===== src/hdl/bpv_params.svh =====
// Constants for the banked program counter and vector unit
`ifndef BPV_PARAMS_SVH
`define BPV_PARAMS_SVH
`define BPV_PC_W        17
`define BPV_SP_W        16
`define BPV_START_LOW   17'h00000
`define BPV_START_HIGH  17'h0FE00
`define BPV_VEC_EXT0    17'h00003
`define BPV_VEC_EXT1    17'h0000B
`define BPV_VEC_GRP2    17'h00013
`define BPV_VEC_GRP3    17'h0001B
`define BPV_VEC_T0H     17'h00023
`define BPV_VEC_T1      17'h0002B
`define BPV_VEC_GRP6    17'h00033
`define BPV_VEC_GRP7    17'h0003B
`define BPV_VEC_GRP8    17'h00043
`define BPV_VEC_GRP9    17'h0004B
`define BPV_SP_RESET    16'h0000
`endif


===== src/hdl/bpv_pkg.sv =====
// Types shared by the banked program counter and vector unit
package bpv_pkg;
  // Source group being accepted (one vector per group)
  typedef enum logic [3:0] {
    BPV_SRC_EXT0 = 4'h0,
    BPV_SRC_EXT1 = 4'h1,
    BPV_SRC_GRP2 = 4'h2,
    BPV_SRC_GRP3 = 4'h3,
    BPV_SRC_T0H  = 4'h4,
    BPV_SRC_T1   = 4'h5,
    BPV_SRC_GRP6 = 4'h6,
    BPV_SRC_GRP7 = 4'h7,
    BPV_SRC_GRP8 = 4'h8,
    BPV_SRC_GRP9 = 4'h9
  } bpv_src_t;

  // Control-flow operation presented by the decoder for one executed instruction
  typedef enum logic [1:0] {
    BPV_OP_SEQ  = 2'h0,
    BPV_OP_JUMP = 2'h1,
    BPV_OP_CALL = 2'h2,
    BPV_OP_RET  = 2'h3
  } bpv_op_t;

  // One executed instruction as the decoder presents it
  typedef struct packed {
    logic      valid;
    bpv_op_t   op;
    logic [16:0] target;
    logic [2:0]  len;
  } bpv_instr_t;

  // Two stack words read for a return: upper at SP, lower at SP-1
  typedef struct packed {
    logic [8:0] upper;
    logic [8:0] lower;
  } bpv_ret_t;

  // Stack push: two 9-bit words and their addresses
  typedef struct packed {
    logic        valid;
    logic [15:0] addr_low;
    logic [8:0]  data_low;
    logic [15:0] addr_high;
    logic [8:0]  data_high;
  } bpv_push_t;

  // Sequencer state (Gray along reset -> run)
  typedef enum logic [1:0] {
    BPV_ST_RESET = 2'b00,
    BPV_ST_RUN   = 2'b01
  } bpv_state_t;
endpackage : bpv_pkg


===== src/hdl/bpv_unit.sv =====
// Banked program counter with reset, interrupt vector and stack push logic
`timescale 1ns/1ps
`include "bpv_params.svh"

module bpv_unit #(
  parameter bit FIXED_VARIANT = 1'b0
) (
  input  wire logic                 clk_i,
  input  wire logic                 rst_i,
  input  wire logic                 start_high_sel_i,
  input  wire bpv_pkg::bpv_instr_t  instr_i,
  input  wire logic                 irq_accept_i,
  input  wire bpv_pkg::bpv_src_t    irq_src_i,
  input  wire bpv_pkg::bpv_ret_t    ret_data_i,
  input  wire logic [15:0]          sp_i,
  output logic [16:0]               pc_o,
  output logic                      bank_select_flag_o,
  output logic [17:0]               fetch_addr_o,
  output bpv_pkg::bpv_push_t        push_o,
  output logic [15:0]               sp_o
);
  import bpv_pkg::*;

  logic [16:0] pc_reg;
  logic        bank_reg;
  bpv_push_t   push_reg;
  logic [15:0] sp_reg;
  bpv_state_t  state_reg;
  logic [16:0] pc_next;
  logic        bank_next;
  logic        push_next;

  // Vector table decode for the load path; the assertions use a vector constant or its literal value directly
  function automatic logic [16:0] vec_of(input bpv_src_t s);
    case (s)
      BPV_SRC_EXT0: vec_of = `BPV_VEC_EXT0;
      BPV_SRC_EXT1: vec_of = `BPV_VEC_EXT1;
      BPV_SRC_GRP2: vec_of = `BPV_VEC_GRP2;
      BPV_SRC_GRP3: vec_of = `BPV_VEC_GRP3;
      BPV_SRC_T0H:  vec_of = `BPV_VEC_T0H;
      BPV_SRC_T1:   vec_of = `BPV_VEC_T1;
      BPV_SRC_GRP6: vec_of = `BPV_VEC_GRP6;
      BPV_SRC_GRP7: vec_of = `BPV_VEC_GRP7;
      BPV_SRC_GRP8: vec_of = `BPV_VEC_GRP8;
      BPV_SRC_GRP9: vec_of = `BPV_VEC_GRP9;
      default:      vec_of = `BPV_VEC_EXT0;
    endcase
  endfunction : vec_of

  // Start address: strap caught after release, fixed variant ignores it
  function automatic logic [16:0] start_of(input logic hi);
    start_of = (hi && !FIXED_VARIANT) ? `BPV_START_HIGH : `BPV_START_LOW;
  endfunction : start_of

  // Leaves the reset state at the first edge that sees reset released;
  // the strap is read straight into the start load there, so no copy of it is kept
  always_ff @(posedge clk_i or posedge rst_i) begin
    if (rst_i) begin
      state_reg <= BPV_ST_RESET;
    end else begin
      state_reg <= BPV_ST_RUN;
    end
  end

  // Next counter and flag; interrupt outranks an instruction in the same cycle
  always_comb begin
    pc_next   = pc_reg;
    bank_next = bank_reg;
    push_next = 1'b0;
    if (state_reg == BPV_ST_RESET) begin
      pc_next   = start_of(start_high_sel_i);
      bank_next = 1'b0;
    end else if (irq_accept_i) begin
      pc_next   = vec_of(irq_src_i);
      bank_next = 1'b0;
      push_next = 1'b1;
    end else if (instr_i.valid) begin
      case (instr_i.op)
        BPV_OP_SEQ: begin
          // Wraps within the 128K bank; flag untouched
          pc_next = pc_reg + 17'(instr_i.len);
        end
        BPV_OP_JUMP: begin
          pc_next = instr_i.target;
        end
        BPV_OP_CALL: begin
          pc_next   = instr_i.target;
          push_next = 1'b1;
        end
        BPV_OP_RET: begin
          pc_next   = {ret_data_i.upper, ret_data_i.lower[7:0]};
          bank_next = ret_data_i.lower[8];
        end
        default: begin
          pc_next = pc_reg;
        end
      endcase
    end
  end

  // Counter and bank flag
  always_ff @(posedge clk_i or posedge rst_i) begin
    if (rst_i) begin
      pc_reg   <= `BPV_START_LOW;
      bank_reg <= 1'b0;
    end else begin
      pc_reg   <= pc_next;
      bank_reg <= bank_next;
    end
  end

  // Return address push; the old counter is the one saved
  always_ff @(posedge clk_i or posedge rst_i) begin
    if (rst_i) begin
      push_reg <= '0;
      sp_reg   <= `BPV_SP_RESET;
    end else begin
      push_reg.valid <= push_next;
      sp_reg         <= push_next ? sp_i + 16'h0002 : sp_i;
      if (push_next) begin
        push_reg.addr_low  <= sp_i + 16'h0001;
        push_reg.data_low  <= {bank_reg, pc_reg[7:0]};
        push_reg.addr_high <= sp_i + 16'h0002;
        push_reg.data_high <= pc_reg[16:8];
      end
    end
  end

  assign pc_o               = pc_reg;
  assign bank_select_flag_o = bank_reg;
  assign fetch_addr_o       = {bank_reg, pc_reg};
  assign push_o             = push_reg;
  assign sp_o               = sp_reg;

  // Sequential step keeps the bank
  seq_keeps_bank_a: assert property (@(posedge clk_i) disable iff (rst_i)
    (state_reg == BPV_ST_RUN && !irq_accept_i && instr_i.valid && instr_i.op == BPV_OP_SEQ)
    |=> (bank_reg == $past(bank_reg)) && (pc_reg == 17'($past(pc_reg) + $past(instr_i.len))))
    else $error("sequential step broke counter or bank");

  // Bank flag is set only by a return
  bank_only_ret_a: assert property (@(posedge clk_i) disable iff (rst_i)
    ($changed(bank_reg) && $past(state_reg) == BPV_ST_RUN && bank_reg)
    |-> $past(instr_i.valid && instr_i.op == BPV_OP_RET && !irq_accept_i))
    else $error("bank set without a return");

  // Jumps and calls load target
  branch_load_a: assert property (@(posedge clk_i) disable iff (rst_i)
    (state_reg == BPV_ST_RUN && !irq_accept_i && instr_i.valid &&
     (instr_i.op == BPV_OP_JUMP || instr_i.op == BPV_OP_CALL))
    |=> pc_reg == $past(instr_i.target))
    else $error("branch target not loaded");

  // Start address after reset; sampled rst_i skips the release edge, which still
  // saw reset and so cannot have loaded the start address yet
  reset_start_a: assert property (@(posedge clk_i) disable iff (rst_i)
    (!rst_i && state_reg == BPV_ST_RESET && start_high_sel_i && !FIXED_VARIANT)
    |=> pc_reg == `BPV_START_HIGH && !bank_reg)
    else $error("high start address not loaded");

  // Fixed variant starts at zero
  fixed_start_a: assert property (@(posedge clk_i) disable iff (rst_i)
    (!rst_i && state_reg == BPV_ST_RESET && (FIXED_VARIANT || !start_high_sel_i))
    |=> pc_reg == `BPV_START_LOW && !bank_reg)
    else $error("start address not zero");

  // Interrupt vector and flag clear
  irq_vector_a: assert property (@(posedge clk_i) disable iff (rst_i)
    (state_reg == BPV_ST_RUN && irq_accept_i && irq_src_i == BPV_SRC_EXT1)
    |=> pc_reg == `BPV_VEC_EXT1 && !bank_reg && push_o.valid &&
        push_o.addr_low == 16'($past(sp_i) + 16'h0001))
    else $error("interrupt vector wrong");

  // Timer-1 shared vector
  shared_vector_a: assert property (@(posedge clk_i) disable iff (rst_i)
    (state_reg == BPV_ST_RUN && irq_accept_i && irq_src_i == BPV_SRC_T1)
    |=> pc_reg == 17'h0002B)
    else $error("shared vector wrong");

  // Push layout
  push_layout_a: assert property (@(posedge clk_i) disable iff (rst_i)
    (state_reg == BPV_ST_RUN && irq_accept_i)
    |=> push_o.valid && push_o.data_high == $past(pc_reg[16:8]) &&
        push_o.data_low == {$past(bank_reg), $past(pc_reg[7:0])} &&
        sp_o == 16'($past(sp_i) + 16'h0002))
    else $error("push layout wrong");

  // Return reload
  ret_reload_a: assert property (@(posedge clk_i) disable iff (rst_i)
    (state_reg == BPV_ST_RUN && !irq_accept_i && instr_i.valid && instr_i.op == BPV_OP_RET)
    |=> pc_reg == {$past(ret_data_i.upper), $past(ret_data_i.lower[7:0])} &&
        bank_reg == $past(ret_data_i.lower[8]))
    else $error("return reload wrong");

  // Reset cycle ignores an interrupt
  reset_wins_a: assert property (@(posedge clk_i) disable iff (rst_i)
    (state_reg == BPV_ST_RESET && irq_accept_i) |=> !push_o.valid)
    else $error("interrupt taken during reset load");

  // No push without a call or an interrupt, and the pointer just follows
  push_idle_a: assert property (@(posedge clk_i) disable iff (rst_i)
    (state_reg == BPV_ST_RUN && !irq_accept_i && !(instr_i.valid && instr_i.op == BPV_OP_CALL))
    |=> !push_o.valid && sp_o == $past(sp_i))
    else $error("push without call or interrupt");

  // Anything but a return or an interrupt leaves the bank flag alone
  bank_hold_a: assert property (@(posedge clk_i) disable iff (rst_i)
    (state_reg == BPV_ST_RUN && !irq_accept_i && !(instr_i.valid && instr_i.op == BPV_OP_RET))
    |=> bank_reg == $past(bank_reg))
    else $error("bank flag changed without a return");
endmodule : bpv_unit


===== config.mk =====
export PLATFORM = sky130hd
export DESIGN_NAME = bpv_unit
export DESIGN_NICKNAME = d
export VERILOG_FILES = /design/src/hdl/bpv_pkg.sv /design/src/hdl/bpv_unit.sv
export VERILOG_INCLUDE_DIRS = /design/src /design/src/hdl
export SDC_FILE = /design/constraint.sdc
export NUM_CORES = 1
export LEC_CHECK = 0
export ABC_AREA = 1
export BUFFER_PORTS_ARGS = -buffer_cell sky130_fd_sc_hd__clkbuf_2
export CORE_MARGIN = 3
export CORE_UTILIZATION = 40
export CTS_CLUSTER_DIAMETER = 100
export DETAILED_ROUTE_END_ITERATION = 7
export GPL_ROUTABILITY_DRIVEN = 1
export PLACE_DENSITY_LB_ADDON = 0.05
export SLEW_MARGIN = 30
export SYNTH_ARGS = -nofsm -noshare
export SYNTH_HDL_FRONTEND = slang
export SYNTH_SLANG_ARGS = --single-unit

===== constraint.sdc =====
create_clock -name clk_i -period 7.2 [get_ports clk_i]
set_input_delay 0.36 -clock clk_i [delete_from_list [all_inputs] [get_ports clk_i]]
set_output_delay 0.36 -clock clk_i [all_outputs]
set_load 0.05 [all_outputs]

# [After elaboration in Yosys (flattened, before gate mapping)]
# Memories as Yosys holds them, arrays and structs flattened.
# Index checks and enable logic that the tools add are counted.
[word_totals] ff_bits=86 latch_bits=0 ram_bits=0 mem_bits_ro=64 memories=1
[memory_table] name="(no name shown)" words=16 word_bits=4 rd=1 rd_clocked_by_memory_dff=0 write_ports=0 line="bpv_unit.sv:35" source="case (s)"
[classes] addsub=3 multipliers=0 div_mod_pow=0 order_cmp=0 n_eq_ne=3 shifts=0 muxes=14 bitwise=0 reduce_logical=6
[op_table] cell="17-bit 2-to-1 mux" n=3
[op_table] cell="17-bit one-hot mux with 3 select lines" n=1
[op_table] cell="16-bit 2-to-1 mux" n=2
[op_table] cell="17-bit by 3-bit adder with 17-bit output" n=1
[op_table] cell="16-bit by 1-bit adder with 16-bit output (second input constant)" n=1
[op_table] cell="16-bit by 2-bit adder with 16-bit output (second input constant)" n=1
[op_table] cell="1-bit 2-to-1 mux" n=8
[op_table] cell="3-bit nonzero test" n=2
[op_table] cell="2-bit equality test (second input constant)" n=2
[op_table] cell="2-bit zero test" n=2
[op_table] cell="2-bit by 1-bit equality test with 1-bit output (second input constant)" n=1
[op_table] cell="2-bit AND reduction" n=1
[op_table] cell="2-bit OR reduction" n=1

# [Longest topological paths before layout]
[logic_depth] depth_word=6 depth_mapped=11 mapped_depth_nobuf=11

# [Least setup slack after synthesis]
# No wires, ideal clock.
[synth_timing] path_type="register to register" start="reg pc_reg[0], in the netlist pc_o[0]" end="reg pc_reg[16], in the netlist pc_o[16]" arrival_ps=1872 required_time_ps=7082 slack_ps=5210 path_stages_with_launch=12 path_buffers=0 cell_sequence="dfrtp_1 -> ha_1 -> fa_1 -> nand2_1 -> a21oi_1 -> nand2_1 -> nor2_1 -> nand2_1 -> nand2_1 -> nand2_1 -> nand3_1 -> nand2_1"
[synth_via] elab_chain_len=5
[synth_lines] element="start: declaration" line="bpv_unit.sv:24" source="logic [16:0] pc_reg;"
[synth_lines] element="start signal: assignment" line="bpv_unit.sv:104" source="pc_reg <= `BPV_START_LOW;"
[synth_lines] element="start signal: assignment" line="bpv_unit.sv:107" source="pc_reg <= pc_next;"
[synth_lines] element="17-bit by 3-bit adder with 17-bit output" line="bpv_unit.sv:81" source="pc_next = pc_reg + 17'(instr_i.len);"
[synth_lines] element="17-bit one-hot mux with 3 select lines" line="bpv_unit.sv:78" source="case (instr_i.op)"
[synth_lines] element="17-bit 2-to-1 mux" line="bpv_unit.sv:77" source="end else if (instr_i.valid) begin"
[synth_lines] element="17-bit 2-to-1 mux" line="bpv_unit.sv:73" source="end else if (irq_accept_i) begin"
[synth_lines] element="17-bit 2-to-1 mux" line="bpv_unit.sv:70" source="if (state_reg == BPV_ST_RESET) begin"
# No other way between the ends. The select of a mux whose other input is x is not followed.
# A chain may end at the register's enable or synchronous reset.

# [Worst setup path after layout]
[layout_timing] start="reg pc_reg[0], in the netlist pc_o[0]" end="reg pc_reg[8], in the netlist pc_o[8]"
# The elaborated chain is that of the path after synthesis.

==> results.tsv <==
metric	value	unit
status	finished, final reports clean	
largest net degree at the start of global routing	78	
met3 WL	689	um
#FFs+latches synth	86	
Final GP Congestion	0.861	
Syn. warnings	0	
leakage	3.17	nW
drt pass-1 iters	4	
GRT Total Usage	20.6	%
layout cell share with drive strength beyond 1	26.0	%
Detailed Route Iter0 Violations	203	
Fin Setup TNS	0	ps
clk_lat worst skew	330	ps
Gate power share	29.4	%
fill count	1202	
Required @ worst endpoint	7410	ps
Root Driver	clkbuf_16	
post-cts hold buffer count	0	
CTS Buf Count	9	
pwr dens	265	nW/um^2
Worst VDD drop	107	uV
Core Region	11500	um^2
FF+latch area	2150	um^2
switching share of power	37.1	%
Post-synth EDFFs	0	
worst path cell trace	ha_1, fa_1, nand2_1, a21oi_1, nand2_1, a21oi_1, o21ai_0, nand3_1, o21ai_0	
CP arrival	2190	ps
max cap viols	0	
TritonCTS clock tree	built	
Int Pwr	0.986	mW
Clk pwr share	33.7	%
H-tree level count	3	
Worst Clk Skew	5.77	ps
max FFs per register	51	
Top Metal Used	met4	
wirelength, routed	13300	um
Final Cell Area	5910	um^2
relative slew slack	44.0	%
antenna fix cells	0	
Sink Count	86	
max-slew violations	0	
CP Launch Type	register	
postcts setup bufs	0	
Tightest Hold Check Type	in -> async	
via count	4486	
NumNets Final	848	
die height	115	um
sequential element share of the synthesized area	45.1	%
average routed wire per standard cell	14.5	um
worst slew pin tran	840	ps
initial antenna violation count	0	
Die W	115	um
hpwl dp	10200	um
antenna-violating nets left	0	
clock slew at reported path FFs	60	ps
Resize count post-CTS	0	
Tcrit/Tclk final	27.4	%
CP peak stage delay	380	ps
Main synth FF type	dfrtp_1	
Final setup viols	0	
number of port buffers	167	
WS Path Type	reg -> reg	
M1 wire length	5900	um
I/O pin total	168	
Max Fclk	506	MHz
async set-or-reset flop fraction in the synthesized netlist	100	%
Starting Density	41.4	%
sequential share of power	36.9	%
Die Area	13300	um^2
Hold Slack	65.1	ps
final hold vios	0	
largest fanout on the critical path	4	
Distinct cells, synth	35	
total gr overflow	0	
Syn Nets	707	
placed cell areas	5540	um^2
synthesized instance count	633	
area grow syn2layout	23.9	%
Net Sw Power	0.581	mW
Clock Path Buffers	2	
row count	39	
CP Capture Type	register	
mapped cell area	4770	um^2
RSZ-0062 raised after global routing	false	
number of vias per cell	4.87	
Crit-path slowest cell	dfrtp_1	
metal2 WL	6510	um
Avg Cell Area, Syn	7.53	um^2
area of the multi-input gates	2100	um^2
DRC	0	
fin crit period	1970	ps
vias in the first global route	4347	
global-route wire length before repair	21600	um
-- synth_stat cells, types with 3 or more instances --
master    instances  area share (%)
xor2_1            8             1.5
a221o_1           3            0.63
inv_1            62             4.9
o21ai_1          28             2.9
inv_2             7            0.55
a31oi_1           3            0.39
dfrtp_1          86              45
clkbuf_1          5            0.39
buf_6             3            0.71
nor3_1            3            0.31
nand4_1           4            0.52
buf_2             9            0.94
nor2_4            4            0.94
ha_1              8             2.1
o22ai_1           4            0.52
o21ai_0          40             4.2
nand3_1          51             5.4
nor2_1           38             3.0
buf_4            21             3.3
nand2_1         210              17
a21oi_1          20             2.1
-- critical path, delay by kind of cell (launching register included) --
kind | cells | cell delay (ps)
adders and majority gates | 2 | 460
DFF | 1 | 380
and+or+nand+nor | 3 | 370
AOI/OAI and AO/OA | 4 | 650
-- layer usage --
metal / up-vias / global-route usage [%]
met5: - / 0
met4: 0 / 7.67
met3: 17 / 2.84
met2: 145 / 35.3
met1: 2039 / 26.4
li1: 2285 / -
-- power groups by stage --
stage / Combinational (mW) / Clock, mW / Sequential [mW]
final: 0.461 / 0.528 / 0.578
after CTS: 0.463 / 0.541 / 0.579
after global placement: 0.459 / 0 / 0.586
after detailed placement: 0.462 / 0 / 0.588
after global routing: 0.497 / 0.560 / 0.585
after floorplan: 0.164 / 0 / 0.770
-- layout make-up --
class,count,share of cell area (%)
Inverter,69,4.45
Clock buffer,11,4.11
Clock inverter,4,1.61
Timing Repair Buffer,169,14.7
Tap cell,143,3.03
Multi-Input combinational cell,439,35.6
Sequential cell,86,36.4
-- per-stage QoR --
step	util, %	std cells	worst slack [ps]	total power [mW]
after CTS	51.0	920	4830	1.58
after detailed placement	48.1	905	4560	1.05
final	51.3	921	5230	1.57
after global placement	48.1	905	4320	1.05
after global routing	51.3	921	4960	1.64
after floorplan	-	633	4620	0.933
-- final timing paths --
check                                  startpoint                      to  slack (ps)  cells past startpoint
hold / removal                              rst_i  push_o[12]$_DFFE_PP0P_          70                      2
hold reg to reg            push_o[14]$_DFFE_PP0P_  push_o[14]$_DFFE_PP0P_         480                      2
min in group clk_i                        sp_i[1]       sp_o[1]$_DFF_PP0_         280                      2
setup reg to reg              pc_o[0]$_DFFE_PP0P_     pc_o[8]$_DFFE_PP0P_        5230                      9
max in group asynchronous                   rst_i    pc_o[13]$_DFFE_PP0P_        6070                      3
setup / recovery              pc_o[0]$_DFFE_PP0P_     pc_o[8]$_DFFE_PP0P_        5230                      9
-- cell families (layout without fill, tap and decap cells) --
group                      Yosys count  after routing  share of synthesized area, %
AOI/OAI and AO/OA                  103            103                          11.7
buffers and inverters              108            253                          10.9
adders and majority gates            9              9                          2.52
and+or+nand+nor                    317            317                          28.0
DFF                                 86             86                          45.1
xor gates and xnor gates             9              9                          1.65
other                                1              1                        0.0787
-- cells in the final DEF, fill, tap and decap left out, drive strengths merged, types with 4 or more instances in the layout --
cell type	synthesis	routed
nor2	45	45
o21ai	68	68
ha	8	8
dfrtp	86	86
a21oi	21	21
nand2	211	211
nand3	52	52
o22ai	4	4
xor2	8	8
inv	69	68
nand4	4	4
clkbuf	6	178
nor3	4	4
(Power assumes the default switching activity.)
